$ cat config.mk
export PLATFORM = sky130hd
export DESIGN_NAME = wdrc_top
export DESIGN_NICKNAME = d
export VERILOG_FILES = /design/src/rtl/wdrc_top.v
export VERILOG_INCLUDE_DIRS = /design/src /design/src/rtl
export SDC_FILE = /design/constraint.sdc
export NUM_CORES = 1
export LEC_CHECK = 0
export CAP_MARGIN = 5
export CORE_MARGIN = 2
export CORE_UTILIZATION = 35
export DETAILED_ROUTE_END_ITERATION = 16
export DONT_BUFFER_PORTS = 1
export SKIP_CTS_REPAIR_TIMING = 1
export SYNTH_ARGS = -nofsm -noshare
export SYNTH_HDL_FRONTEND = slang
export SYNTH_SLANG_ARGS = --single-unit
$ cat constraint.sdc
create_clock -name aclk -period 2.9 [get_ports aclk]
set_clock_uncertainty 0.1 [all_clocks]
set_input_delay 0.29 -clock aclk [delete_from_list [all_inputs] [get_ports aclk]]
set_output_delay 0.29 -clock aclk [all_outputs]
set_load 0.05 [all_outputs]
$ cat src/rtl/wdrc_defines.vh
// Constants for the watchdog and reset-control block
`ifndef WDRC_DEFINES_VH
`define WDRC_DEFINES_VH

// ****************************************************************
// Register map
// ****************************************************************
// Offsets are word indices; the byte address is four times the index
`define WDRC_MODE_OFS 8'h0f
`define WDRC_CTRL_OFS 8'h10
`define WDRC_STAT_OFS 8'h14
`define WDRC_MODE_RST 8'h0d
`define WDRC_PER_LSB 0
`define WDRC_HALT_BIT 2
`define WDRC_STOP_BIT 3
`define WDRC_SRC_BIT 4
`define WDRC_CTRL_KICK 0
`define WDRC_CTRL_IDLE 1
`define WDRC_CTRL_STOP 2
`define WDRC_CTRL_SREC 3

// ****************************************************************
// Timing
// ****************************************************************
`define WDRC_CLK_MHZ 100
`define WDRC_XT0 256
`define WDRC_XT1 512
`define WDRC_XT2 1024
`define WDRC_XT3 4096
`define WDRC_RC0_MS 5
`define WDRC_RC1_MS 10
`define WDRC_RC2_MS 20
`define WDRC_RC3_MS 80
`define WDRC_POR_MS 5
`define WDRC_OPEN_CYC 64
`define WDRC_RST_CLKS 18

`endif

$ cat src/rtl/wdrc_top.v
// Watchdog timer, mode register and reset sequencing
//
// Implementation choice: the AXI4-Lite slave port.
`include "wdrc_defines.vh"

module wdrc_top #(
    parameter RC_HZ = 32768,
    parameter MS_CYC = 100000,
    parameter RC_DIV = 1526
) (
    input wire aclk, // Clock
    input wire aresetn, // Sync reset, low active
    input wire clk_en, // Freezes all state when low
    input wire clear_in_one_n, // Timer clear one
    input wire clear_in_two_n, // Timer clear two
    input wire crystal_input_pin, // Crystal clock pin
    input wire power_good, // Supply above power-on level
    input wire low_voltage, // Supply below low_voltage_threshold
    input wire stop_recovery, // Stop-mode wake event
    input wire recovery_delay, // Recovery runs the one-shot
    input wire [31:0] s_axi_awaddr, // AXI write address
    input wire s_axi_awvalid, // AXI
    output reg s_axi_awready, // AXI
    input wire [31:0] s_axi_wdata, // AXI
    input wire [3:0] s_axi_wstrb, // AXI
    input wire s_axi_wvalid, // AXI
    output reg s_axi_wready, // AXI
    output reg [1:0] s_axi_bresp, // AXI
    output reg s_axi_bvalid, // AXI
    input wire s_axi_bready, // AXI
    input wire [31:0] s_axi_araddr, // AXI
    input wire s_axi_arvalid, // AXI
    output reg s_axi_arready, // AXI
    output reg [31:0] s_axi_rdata, // AXI
    output reg [1:0] s_axi_rresp, // AXI
    output reg s_axi_rvalid, // AXI
    input wire s_axi_rready, // AXI
    output reg global_reset_r, // Full chip reset
    output reg partial_reset_r, // Stop-recovery partial reset
    output reg watchdog_fired_r // Pulse on watchdog expiry
);

    // ****************************************************************
    // Synchronisers
    // ****************************************************************
    reg [4:0] sync1_r;
    reg [4:0] sync2_r;
    reg [4:0] prev_r;
    wire clear_in_one_n_s = sync2_r[0];
    wire clear_in_two_n_s = sync2_r[1];
    wire xtal_s = sync2_r[2];
    wire pgood_s = sync2_r[3];
    wire lowv_s = sync2_r[4];

    always @(posedge aclk) begin
        if (!aresetn) begin
            sync1_r <= 5'h00;
            sync2_r <= 5'h00;
            prev_r <= 5'h00;
        end else if (clk_en) begin
            sync1_r <= {low_voltage, power_good, crystal_input_pin,
                clear_in_two_n, clear_in_one_n};
            sync2_r <= sync1_r;
            prev_r <= sync2_r;
        end
    end

    // ****************************************************************
    // Period selection
    // ****************************************************************
    localparam [31:0] POR_CYC = `WDRC_POR_MS * MS_CYC;

    // Crystal periods in crystal edges, RC periods in system cycles
    function [31:0] period_of;
        input [1:0] code;
        input src_xtal;
        begin
            case (code)
                2'd0: period_of = src_xtal ? `WDRC_XT0 : `WDRC_RC0_MS * MS_CYC;
                2'd1: period_of = src_xtal ? `WDRC_XT1 : `WDRC_RC1_MS * MS_CYC;
                2'd2: period_of = src_xtal ? `WDRC_XT2 : `WDRC_RC2_MS * MS_CYC;
                default: period_of = src_xtal ? `WDRC_XT3 : `WDRC_RC3_MS * MS_CYC;
            endcase
        end
    endfunction

    // Registers are whole words, so the two low address bits are ignored
    function [7:0] reg_index;
        input [31:0] byte_addr;
        begin
            reg_index = byte_addr[9:2];
        end
    endfunction

    // ****************************************************************
    // Registers
    // ****************************************************************
    reg [7:0] mode_r;
    reg [3:0] ctrl_r;
    reg [6:0] open_cnt_r;
    reg wd_run_r;
    reg [31:0] wd_cnt_r;
    reg [31:0] por_cnt_r;
    reg por_act_r;
    reg [4:0] rst18_cnt_r;
    reg timers_en_r;
    reg lowv_seen_r;
    reg [31:0] aw_addr_r;
    reg [31:0] w_data_r;
    reg [3:0] w_strb_r;
    reg aw_have_r;
    reg w_have_r;

    // ****************************************************************
    // Edges and mode fields
    // ****************************************************************
    wire [1:0] period_code = mode_r[`WDRC_PER_LSB +: 2];
    wire clr_rise = (clear_in_one_n_s & ~prev_r[0]) | (clear_in_two_n_s & ~prev_r[1]);
    wire xtal_rise = xtal_s & ~prev_r[2];
    wire pgood_rise = pgood_s & ~prev_r[3];
    wire lowv_fall = ~lowv_s & prev_r[4];
    wire src_xtal = mode_r[`WDRC_SRC_BIT];
    wire wd_tick = src_xtal ? xtal_rise : 1'b1;
    wire wd_hold = (ctrl_r[`WDRC_CTRL_IDLE] & ~mode_r[`WDRC_HALT_BIT])
        | (ctrl_r[`WDRC_CTRL_STOP] & ~mode_r[`WDRC_STOP_BIT]);
    wire wd_count = wd_run_r & timers_en_r & ~wd_hold & wd_tick;
    wire wd_expire = wd_count & (wd_cnt_r == 32'h0000_0001);
    wire srec_del = stop_recovery & recovery_delay;
    wire por_trig = pgood_rise | wd_expire | srec_del | lowv_fall;
    wire wr_go = aw_have_r & w_have_r & ~s_axi_bvalid;
    wire kick = wr_go && reg_index(aw_addr_r) == `WDRC_CTRL_OFS && w_strb_r[0]
        && w_data_r[`WDRC_CTRL_KICK];

    // ****************************************************************
    // Register decode
    // ****************************************************************
    reg [7:0] mode_nxt;
    reg [3:0] ctrl_nxt;
    reg [1:0] bresp_nxt;
    reg [31:0] rdata_nxt;
    reg [1:0] rresp_nxt;

    always @* begin
        mode_nxt = mode_r;
        ctrl_nxt = ctrl_r;
        bresp_nxt = 2'b00;
        case (reg_index(aw_addr_r))
            `WDRC_MODE_OFS: begin
                // Late writes are dropped silently but still answered OKAY
                if (open_cnt_r != 7'd0 && w_strb_r[0])
                    mode_nxt = {3'b000, w_data_r[4:0]};
            end
            `WDRC_CTRL_OFS: begin
                if (w_strb_r[0])
                    ctrl_nxt = {w_data_r[3:1], 1'b0};
            end
            `WDRC_STAT_OFS: bresp_nxt = 2'b00;
            default: bresp_nxt = 2'b10;
        endcase
    end

    // Mode register reads as zero so its setup stays hidden
    always @* begin
        rdata_nxt = 32'h0000_0000;
        rresp_nxt = 2'b00;
        case (reg_index(s_axi_araddr))
            `WDRC_MODE_OFS: rdata_nxt = 32'h0000_0000;
            `WDRC_CTRL_OFS: rdata_nxt = {28'h000_0000, ctrl_r};
            `WDRC_STAT_OFS: rdata_nxt = {24'h00_0000, 1'b0,
                open_cnt_r != 7'd0, lowv_seen_r, por_act_r,
                timers_en_r, wd_run_r, partial_reset_r, global_reset_r};
            default: rresp_nxt = 2'b10;
        endcase
    end

    // ****************************************************************
    // Watchdog next state
    // ****************************************************************
    reg wd_run_nxt;
    reg [31:0] wd_cnt_nxt;

    // A kick in the expiry cycle reloads the counter, but wd_expire still fires watchdog_fired_r and por_trig
    always @* begin
        wd_run_nxt = wd_run_r;
        wd_cnt_nxt = wd_cnt_r;
        if (kick) begin
            wd_run_nxt = 1'b1;
            wd_cnt_nxt = period_of(period_code, src_xtal);
        end else if (wd_expire) begin
            wd_run_nxt = 1'b0;
            wd_cnt_nxt = 32'h0000_0000;
        end else if (wd_count) begin
            // Crystal source steps on synced pin edges, RC on every cycle
            wd_cnt_nxt = wd_cnt_r - 32'h0000_0001;
        end
    end

    // ****************************************************************
    // One-shot next state
    // ****************************************************************
    reg por_act_nxt;
    reg [31:0] por_cnt_nxt;
    reg [4:0] rst18_cnt_nxt;

    always @* begin
        por_act_nxt = por_act_r;
        por_cnt_nxt = por_cnt_r;
        rst18_cnt_nxt = rst18_cnt_r;
        // Low supply keeps reloading so the full delay runs after it clears
        if (lowv_s || por_trig) begin
            por_act_nxt = 1'b1;
            por_cnt_nxt = POR_CYC;
        end else if (por_act_r && timers_en_r) begin
            if (por_cnt_r <= 32'h0000_0001) begin
                por_act_nxt = 1'b0;
                rst18_cnt_nxt = 5'd`WDRC_RST_CLKS;
            end else begin
                por_cnt_nxt = por_cnt_r - 32'h0000_0001;
            end
        end else if (rst18_cnt_r != 5'h00) begin
            rst18_cnt_nxt = rst18_cnt_r - 5'h01;
        end
    end

    // ****************************************************************
    // Mode write window
    // ****************************************************************
    reg [6:0] open_cnt_nxt;

    // Window restarts only once the reset that opened it has dropped
    always @* begin
        if (global_reset_r || partial_reset_r)
            open_cnt_nxt = 7'd`WDRC_OPEN_CYC;
        else if (open_cnt_r != 7'd0)
            open_cnt_nxt = open_cnt_r - 7'd1;
        else
            open_cnt_nxt = 7'd0;
    end

    // ****************************************************************
    // Write channel
    // ****************************************************************
    always @(posedge aclk) begin
        if (!aresetn) begin
            s_axi_awready <= 1'b1;
            s_axi_wready <= 1'b1;
            s_axi_bvalid <= 1'b0;
            s_axi_bresp <= 2'b00;
            aw_have_r <= 1'b0;
            w_have_r <= 1'b0;
            aw_addr_r <= 32'h0000_0000;
            w_data_r <= 32'h0000_0000;
            w_strb_r <= 4'h0;
            mode_r <= `WDRC_MODE_RST;
            ctrl_r <= 4'h0;
        end else if (clk_en) begin
            if (s_axi_awvalid && s_axi_awready) begin
                aw_addr_r <= s_axi_awaddr;
                aw_have_r <= 1'b1;
                s_axi_awready <= 1'b0;
            end
            if (s_axi_wvalid && s_axi_wready) begin
                w_data_r <= s_axi_wdata;
                w_strb_r <= s_axi_wstrb;
                w_have_r <= 1'b1;
                s_axi_wready <= 1'b0;
            end
            if (wr_go) begin
                aw_have_r <= 1'b0;
                w_have_r <= 1'b0;
                s_axi_bvalid <= 1'b1;
                s_axi_bresp <= bresp_nxt;
                mode_r <= mode_nxt;
                ctrl_r <= ctrl_nxt;
            end
            if (s_axi_bvalid && s_axi_bready) begin
                s_axi_bvalid <= 1'b0;
                s_axi_awready <= 1'b1;
                s_axi_wready <= 1'b1;
            end
            if (global_reset_r)
                ctrl_r <= 4'h0;
        end
    end

    // ****************************************************************
    // Read channel
    // ****************************************************************
    always @(posedge aclk) begin
        if (!aresetn) begin
            s_axi_arready <= 1'b1;
            s_axi_rvalid <= 1'b0;
            s_axi_rdata <= 32'h0000_0000;
            s_axi_rresp <= 2'b00;
        end else if (clk_en) begin
            if (s_axi_arvalid && s_axi_arready) begin
                s_axi_arready <= 1'b0;
                s_axi_rvalid <= 1'b1;
                s_axi_rdata <= rdata_nxt;
                s_axi_rresp <= rresp_nxt;
            end
            if (s_axi_rvalid && s_axi_rready) begin
                s_axi_rvalid <= 1'b0;
                s_axi_arready <= 1'b1;
            end
        end
    end

    // ****************************************************************
    // Watchdog, one-shot and reset sequencing
    // ****************************************************************
    always @(posedge aclk) begin
        if (!aresetn) begin
            wd_run_r <= 1'b0;
            wd_cnt_r <= 32'h0000_0000;
            por_cnt_r <= 32'h0000_0000;
            por_act_r <= 1'b1;
            rst18_cnt_r <= 5'h00;
            timers_en_r <= 1'b0;
            lowv_seen_r <= 1'b0;
            open_cnt_r <= 7'd`WDRC_OPEN_CYC;
            global_reset_r <= 1'b1;
            partial_reset_r <= 1'b0;
            watchdog_fired_r <= 1'b0;
        end else if (clk_en) begin
            watchdog_fired_r <= wd_expire;
            if (clr_rise)
                timers_en_r <= 1'b1;
            if (lowv_s)
                lowv_seen_r <= 1'b1;
            wd_run_r <= wd_run_nxt;
            wd_cnt_r <= wd_cnt_nxt;
            por_act_r <= por_act_nxt;
            por_cnt_r <= por_cnt_nxt;
            rst18_cnt_r <= rst18_cnt_nxt;
            // Low supply stops the watchdog outright
            if (lowv_s)
                wd_run_r <= 1'b0;
            global_reset_r <= lowv_s | por_act_r | por_trig
                | (rst18_cnt_r != 5'h00);
            partial_reset_r <= stop_recovery & ~recovery_delay;
            open_cnt_r <= open_cnt_nxt;
        end
    end

endmodule // wdrc_top

==> results of run 1 <==
-- per-stage QoR --
stage                     TNS [ns]  instances  total power [µW]  hold WS (ns)
after floorplan           -0.01459        843              2757        0.3234
after global placement     -0.7259       1061              2925        0.2576
after detailed placement   -0.7993       1061              2929        0.2613
final                      -0.5156       1136              5275      -0.05138
after global routing        -2.497       1136              5494      0.004085
after CTS                   -1.427       1093              5006       -0.1829
-- flip-flops by register name (all words and copies together) (netlist names), 3 cells and up --
register     cells
wd_cnt_r        32
sync1_r          5
por_cnt_r       32
rst18_cnt_r      5
prev_r           5
s_axi_rdata      7
mode_r           5
open_cnt_r       7
w_data_r         5
sync2_r          5
ctrl_r           3
aw_addr_r        8
-- layout by cell type, fill, tap and decap left out, types with 26 or more instances in the layout --
master / n
dfxtp_1: 133
buf_4: 48
dlygate4sd3_1: 27
conb_1: 27
o21ai_0: 37
nand2_1: 63
or3_1: 26
a21oi_1: 53
nor2_1: 95
nor3_1: 31
mux2i_1: 32
-- worst min-delay path by stage --
stage | slack, ns | depth (start not counted) | start | end
6_report | -0.05 | 2 | clk_en | watchdog_fired_r$_SDFFE_PN0P_
4_1_cts | -0.18 | 1 | aresetn | s_axi_arready$_SDFFE_PN1P_
5_1_grt | 0.004 | 2 | aresetn | mode_r[0]$_SDFFE_PN1P_
3_3_place_gp | 0.26 | 1 | aresetn | s_axi_arready$_SDFFE_PN1P_
3_5_place_dp | 0.26 | 1 | aresetn | s_axi_arready$_SDFFE_PN1P_
2_1_floorplan | 0.32 | 2 | w_have_r$_SDFFE_PN0P_ | w_have_r$_SDFFE_PN0P_
-- final cells by class --
class / instances / area, µm² / share of cell area
Sequential cell: 136 / 2729 / 0.3204
Clock inverter: 13 / 121.4 / 0.01425
Inverter: 19 / 71.32 / 0.008374
Tap cell: 234 / 292.8 / 0.03438
Clock buffer: 19 / 442.9 / 0.05201
Timing Repair Buffer: 99 / 933.4 / 0.1096
Multi-Input combinational cell: 616 / 3926 / 0.4610
-- cell families after synthesis --
family | Yosys count | synth area share
xor gates and xnor gates | 22 | 0.02878
muxes | 36 | 0.05439
buffers and inverters | 91 | 0.06916
DFF | 136 | 0.4067
other | 1 | 0.0005602
AOI/OAI and AO/OA | 174 | 0.1576
adders and majority gates | 8 | 0.01495
and+or+nand+nor | 349 | 0.2679
-- layer usage --
metal | vias to the layer above | share of wire
li1 | 3049 | -
met1 | 2897 | 0.47
met2 | 158 | 0.46
met3 | 21 | 0.050
met4 | 0 | 0.016
met5 | - | 0
-- power breakdown --
part / internal (µW) / switching (µW)
combinational: 484 / 652
sequential: 1970 / 99.2
clock: 1210 / 866
total: 3660 / 1620
-- critical path, delay by kind of cell (launching register included) --
kind / cells / cell delay, ns
DFF: 1 / 0.35
and+or+nand+nor: 5 / 1.88
AOI/OAI and AO/OA: 2 / 0.24
buffers and inverters: 2 / 0.33
==> reports/results.ini, run 1 <==
[cells_and_area]
stdcell_area_um2=8517
nFillCells=1769
final_core_util=0.4553
nNetsFinal=1012
drive_gt1_frac=0.2018
area_delta_synth_final_pct=27.23
diodes=0

[clock_network]
tritoncts=built
cts_sinks=136
cts-root-buf=clkbuf_16
h-tree-depth=4
cts_buffer_depth=2
numCtsBuffers=17
worstSkewPairLatency_ns=0.43
clk_pin_slew_worst_paths_ns=0.06

[outcome]
violations=negative hold slack, negative setup slack
outcome=finished with violations

[flow_run]
maxCapViolCount=0

[worst_setup_path]
critPathArrivalTime_ns=3.23
endpoint=por_cnt_r[24]$_SDFFE_PN0P_
worst_path_max_delay_cell=or4_4
crit_type=reg2reg
worstPathRequired_ns=3.16
crit_path_max_incr_delay_ns=0.47
crit_path_max_fanout=7
startpoint=wd_cnt_r[13]$_SDFFE_PN0P_
end_kind=flip-flop
ff2ff_setup_slack_ns=-0.07
crit-reg2reg-launch=wd_cnt_r[13]$_SDFFE_PN0P_
r2r_cells=9
worstReg2RegEnd=por_cnt_r[24]$_SDFFE_PN0P_
cp_cell_sequence=or3_4, or4_4, or3_4, nor3_4, buf_12, o311ai_4, buf_6, or4_4, a21oi_2
cp-start-kind=flip-flop

[route]
drt-total-wl_um=17670
vias=6125
vias_per_cell=5.392
drt-initial-drc-count=267
antenna_left=0
wl_per_cell_um=15.56
first_pass_iters=5
drc=0

[sta]
tightestPinTransition_ns=0.6570
rsz0062_at_grt=true
finalHoldViolations=1
max_freq_ghz=0.3367
min_period_ns=2.970
slew_viol_final=0
worst_hold_slack_ns=-0.05138
slew_headroom=0.5614
finalCritPeriodShare=1.024
setup_viol=14
setup_ws_ns=-0.07026

[global_route]
gr-usage-all-layers=0.1640
grt_max_degree=52
grt_pass1_vias=5293
grt_pass1_wl_um=26720
use_met1=0.2223
use_met3=0.04509
grt.busiest_layer=met2
antenna_found_initial=0
gr-total-overflow=0
use_met2=0.2494

[synth]
ys_types=58
ys_top_cells_by_area=dfxtp_1 (41%), nor2_1 (5.5%), mux2i_1 (4.9%)
synth_seq_cells=136
ys.flop_type=dfxtp_1
yosysWarnings=0
syn_area_per_cell_um2=8.193
syn_area_um2=6694
synth_edf_count=0
async_flop_share=0
yosysMostFrequentCell=dfxtp_1
yosysTopAreaCell=dfxtp_1
seq_area_frac_synth=0.4067
synthCells=817
synth_commonest_cells=dfxtp_1 (136), nor2_1 (98), nand2_1 (65)
netlist.area_leader.share=0.4067

[placement]
place_congestion=0.8563
place_hpwl_um=10990
io_buffers=0
dp_slack_ns=-0.08611
place_area_um2=7154

[floorplan]
die_w_um=142.3
die_h_um=142.3
fp-row-count=50
core_um2=18710
die_area_um2=20250
start_util=0.3579
pin_count=159

[power_and_ir_drop]
total_leakage_power_uw=0.003247
powerDensity_nw_per_um2=619.4
ir_worst_vdd_mv=0.4372

[min_path]
hold_class=in2reg

(Power assumes the default switching activity.)
==> run 2: changes to the inputs <==
Clock period 2.9 ns to 3.08 ns, I/O delays scaled along.
==> run 2 against run 1 <==
The run ends with negative hold slack left. Cell count fell by 2.3%. Combinational power down 25%. Global-route usage shrank 0.23 points.
==> reports/results.ini, run 2 (synthesis results as in run 1) <==
[worst_setup_path]
crit_type=reg2reg
crit_path_max_incr_delay_ns=0.56
worstPathRequired_ns=3.25
cp_cell_sequence=or4_1, or4_4, nor4_4, buf_4, mux2i_1, buf_4, nor4_1, xnor2_1, a21oi_1
worst_path_max_delay_cell=or4_1
path_common_cell=buf_4
critPathArrivalTime_ns=3.12
crit_path_max_fanout=3
end_kind=flip-flop
cp-start-kind=flip-flop

[route]
antenna_left=0
drc=0
drt-total-wl_um=16660
vias_per_cell=5.341
first_pass_iters=5
vias=5929
drt-initial-drc-count=344
wl_per_cell_um=15.00

[floorplan]
die_h_um=142.3
core_um2=18710
fp-row-count=50
start_util=0.3579
pin_count=159
die_area_um2=20250
die_w_um=142.3

[cells_and_area]
nNetsFinal=987
final_cells=1110
layout_common_cells=dfxtp_1 (136), nor2_1 (97), nand2_1 (65)
layout_commonest_cell=dfxtp_1
largestRegisters=por_cnt_r: 32 flops, wd_cnt_r: 32 flops, aw_addr_r: 8 flops
diodes=0
nFillCells=1827
drive_gt1_frac=0.1244
area_delta_synth_final_pct=20.45
final_core_util=0.4310

[sta]
min_period_ns=2.951
finalCritPeriodShare=0.9580
finalHoldViolations=4
setup_ws_ns=0.1294
slew_headroom=0.3530
rsz0062_at_grt=false
slew_viol_final=0
max_freq_ghz=0.3389
tightestPinTransition_ns=0.9603
setup_viol=0
worst_hold_slack_ns=-0.03021

[outcome]
violations=negative hold slack
outcome=finished with violations

[clock_network]
cts_sinks=136
clk_pin_slew_worst_paths_ns=0.06
worstSkewPairLatency_ns=0.42
h-tree-depth=4
tritoncts=built
cts-root-buf=clkbuf_16
cts_buffer_depth=2
numCtsBuffers=17

[min_path]
hold_class=in2reg

[flow_run]
maxCapViolCount=0

[placement]
dp_cells=1050
place_congestion=0.7985
dp_slack_ns=0.008199
place_hpwl_um=10880
io_buffers=0

[power_and_ir_drop]
report.power.total_uw=4939
powerDensity_nw_per_um2=612.6
total_leakage_power_uw=0.003119
ir_worst_vdd_mv=0.4964

[global_route]
grt_pass1_vias=5244
antenna_found_initial=0
gr-total-overflow=0
gr-usage-all-layers=0.1617
grt_pass1_wl_um=26480
grt_max_degree=52

[run 2: cell count changes in the layout (fill, tap and decap cells not counted), sizes merged]
cell / previous run / this run
buf: 72 / 47
clkinv: 5 / 3
inv: 21 / 19
clkbuf: 19 / 21
bufinv: 1 / 3
clkinvlp: 5 / 4
[run 2: worst paths after layout]
kind         slack (ns)                          end  cells after the start                 startpoint
min reg2reg        0.34        w_have_r$_SDFFE_PN0P_                      2      w_have_r$_SDFFE_PN0P_
min               -0.03       prev_r[0]$_SDFFE_PN0P_                      2                     clk_en
max                0.13  rst18_cnt_r[4]$_SDFFE_PN0P_                      9  por_cnt_r[8]$_SDFFE_PN0P_
max reg2reg        0.13  rst18_cnt_r[4]$_SDFFE_PN0P_                      9  por_cnt_r[8]$_SDFFE_PN0P_
[run 2: final cells by class]
cell class	instances	area, µm²	area share
Inverter	19	71.32	0.008845
Multi-Input combinational cell	616	3651	0.4528
Timing Repair Buffer	74	701.9	0.08706
Tap cell	234	292.8	0.03631
Clock buffer	21	480.5	0.05959
Sequential cell	136	2723	0.3377
Clock inverter	10	142.6	0.01769
[run 2: routing by layer]
layer | GRT usage | vias up | share of wire
li1 | - | 2988 | -
met2 | 0.2568 | 141 | 0.46
met1 | 0.2149 | 2777 | 0.47
met4 | 0.05003 | 0 | 0.013
met3 | 0.04374 | 23 | 0.051
met5 | 0 | - | 0
[run 2: power breakdown]
group          total, µW  internal (µW)  switching [µW]
clock network       2140           1360             786
registers           1940           1850            91.4
logic                852            356             495
total               4940           3570            1370
[run 2: critical path: cells and delay by family (launching register included)]
kind | cells | cell delay, ns
flops | 1 | 0.31
simple gates | 4 | 1.75
buf+inv | 2 | 0.32
mux | 1 | 0.07
compound gates | 1 | 0.08
xor+xnor | 1 | 0.16
[run 2: metrics by stage]
| stage | cell area, µm² | setup TNS (ns) |
|---|---|---|
| 6_report | 8063 | 0 |
| 5_1_grt | 8063 | 0 |
| 4_1_cts | 7709 | -0.02780 |
| 3_5_place_dp | 7086 | 0 |
| 3_3_place_gp | 7086 | -0.001817 |
| 2_1_floorplan | 6792 | 0 |
==> run 3: changes to the inputs <==
Settings changed: HOLD_SLACK_MARGIN from default to 0.08.
==> run 3 against run 2 <==
The run now ends clean. Critical path depth did not move. Maximum frequency fell by 0.63%. Final area rose by 0.37%. Register-to-register slack got worse by 0.02 ns. Die area did not move. Count of clock-buffer cells in the layout did not move. First-iteration DRC count rose by 6.7%. Wire length rose by 0.43%. Non-clock buffer count rose by 3. Power barely moved. Global-route usage did not move. Critical path type unchanged.
==> reports/results.ini, run 3 (synthesis results as in run 1) <==
[worst_setup_path]
crit_type=reg2reg
worstPathRequired_ns=3.25
ff2ff_setup_slack_ns=0.11
worstReg2RegEnd=rst18_cnt_r[4]$_SDFFE_PN0P_
crit_path_max_fanout=3
startpoint=por_cnt_r[8]$_SDFFE_PN0P_
end_kind=flip-flop
endpoint=rst18_cnt_r[4]$_SDFFE_PN0P_
crit-reg2reg-launch=por_cnt_r[8]$_SDFFE_PN0P_
r2r_cells=9
critPathArrivalTime_ns=3.14
cp-start-kind=flip-flop

[power_and_ir_drop]
combPwrFrac=0.173
total_leakage_power_uw=0.003127
seqPwrFrac=0.393
p_sw_uw=1374
clockPowerShare=0.433
internal_power_uw=3568
report.power.total_uw=4942
sw_frac_of_total=0.2780
powerDensity_nw_per_um2=610.7
ir_worst_vdd_mv=0.4960

[sta]
tightestPinTransition_ns=0.9679
slew_viol_final=0
rsz0062_at_grt=false
setup-tns-final_ns=0
slew_headroom=0.3479
setup_viol=0
worst_hold_slack_ns=0.02353
setup_ws_ns=0.1105
min_period_ns=2.969
finalHoldViolations=0
max_freq_ghz=0.3368
finalCritPeriodShare=0.9641

[floorplan]
start_util=0.3579
die_w_um=142.3
pin_count=159
die_h_um=142.3
core_um2=18710
die_area_um2=20250
fp-row-count=50

[cells_and_area]
layout_common_cells=dfxtp_1 (136), nor2_1 (97), nand2_1 (65)
drive_gt1_frac=0.1240
final_core_util=0.4326
area_delta_synth_final_pct=20.90
layout_commonest_cell=dfxtp_1
largestRegisters=por_cnt_r: 32 flops, wd_cnt_r: 32 flops, aw_addr_r: 8 flops
nNetsFinal=990
diodes=0

[route]
antenna_left=0
drt-total-wl_um=16730
wl_per_cell_um=15.03
first_pass_iters=5
vias_per_cell=5.358
drc=0
vias=5964
drt-initial-drc-count=367

[global_route]
gr-total-overflow=0
antenna_found_initial=0
grt.busiest_layer=met2
use_met3=0.04374
use_met2=0.2568
grt_max_degree=52
grt_pass1_vias=5244
use_met1=0.2149
grt_pass1_wl_um=26480
gr-usage-all-layers=0.1617

[clock_network]
cts_buffer_depth=2
numCtsBuffers=17
worstSkewPairLatency_ns=0.42
h-tree-depth=4
cts_sinks=136
clk_pin_slew_worst_paths_ns=0.06
cts-root-buf=clkbuf_16
tritoncts=built

[placement]
place_hpwl_um=10880
io_buffers=0
dp_slack_ns=0.008199
place_congestion=0.7985

[min_path]
hold_class=in2reg
worstHoldStart=clk_en

[flow_run]
maxCapViolCount=0

[outcome]
outcome=completed

run 3: cell types whose count changed in the layout (fill, tap and decap cells not counted), sizes merged:
cell	previous run	this run
dlygate4sd3	27	30
run 3: cell type report:
| class | count | area (µm²) |
|---|---|---|
| fill | 1817 | 10610 |
| clock inverter | 10 | 142.6 |
| tap | 234 | 292.8 |
| multi-input combinational | 616 | 3651 |
| clock buffer | 21 | 480.5 |
| inverter | 19 | 71.32 |
| sequential | 136 | 2723 |
| timing repair buffer | 77 | 732.0 |
run 3: metal layers:
layer | share of wire | vias up
met3 | 0.053 | 23
met4 | 0.014 | 0
met5 | 0 | -
met1 | 0.47 | 2780
met2 | 0.47 | 165
li1 | - | 2996
run 3: stage by stage:
stage	instance area, µm²	std cells
3_3_place_gp	7086	1050
2_1_floorplan	6792	843
3_5_place_dp	7086	1050
6_report	8093	1113
4_1_cts	7709	1081
5_1_grt	8093	1113
run 3: worst min path at each step:
stage,cells after the start,to,slack (ns)
after floorplan,2,w_have_r$_SDFFE_PN0P_,0.32
after global placement,1,s_axi_arready$_SDFFE_PN1P_,0.28
after detailed placement,1,s_axi_arready$_SDFFE_PN1P_,0.28
after CTS,1,s_axi_arready$_SDFFE_PN1P_,-0.15
after global routing,3,wd_run_r$_SDFFE_PN0P_,0.08
final,3,wd_run_r$_SDFFE_PN0P_,0.02
run 3: power by group through the flow:
stage / sequential, µW / clock, µW / combinational [µW]
after CTS: 1940 / 2170 / 773
after global routing: 1960 / 2240 / 951
after detailed placement: 1980 / 0 / 769
final: 1940 / 2140 / 856
after global placement: 1980 / 0 / 761
after floorplan: 1960 / 0 / 620
run 3: worst max-delay path: stages, from the launching register on:
cell and delay (ns):
dfxtp_1 0.31, or4_1 0.56, or4_4 0.56, nor4_4 0.35, buf_4 0.18, mux2i_1 0.08
buf_4 0.15, nor4_1 0.29, xnor2_1 0.16, a21oi_1 0.08
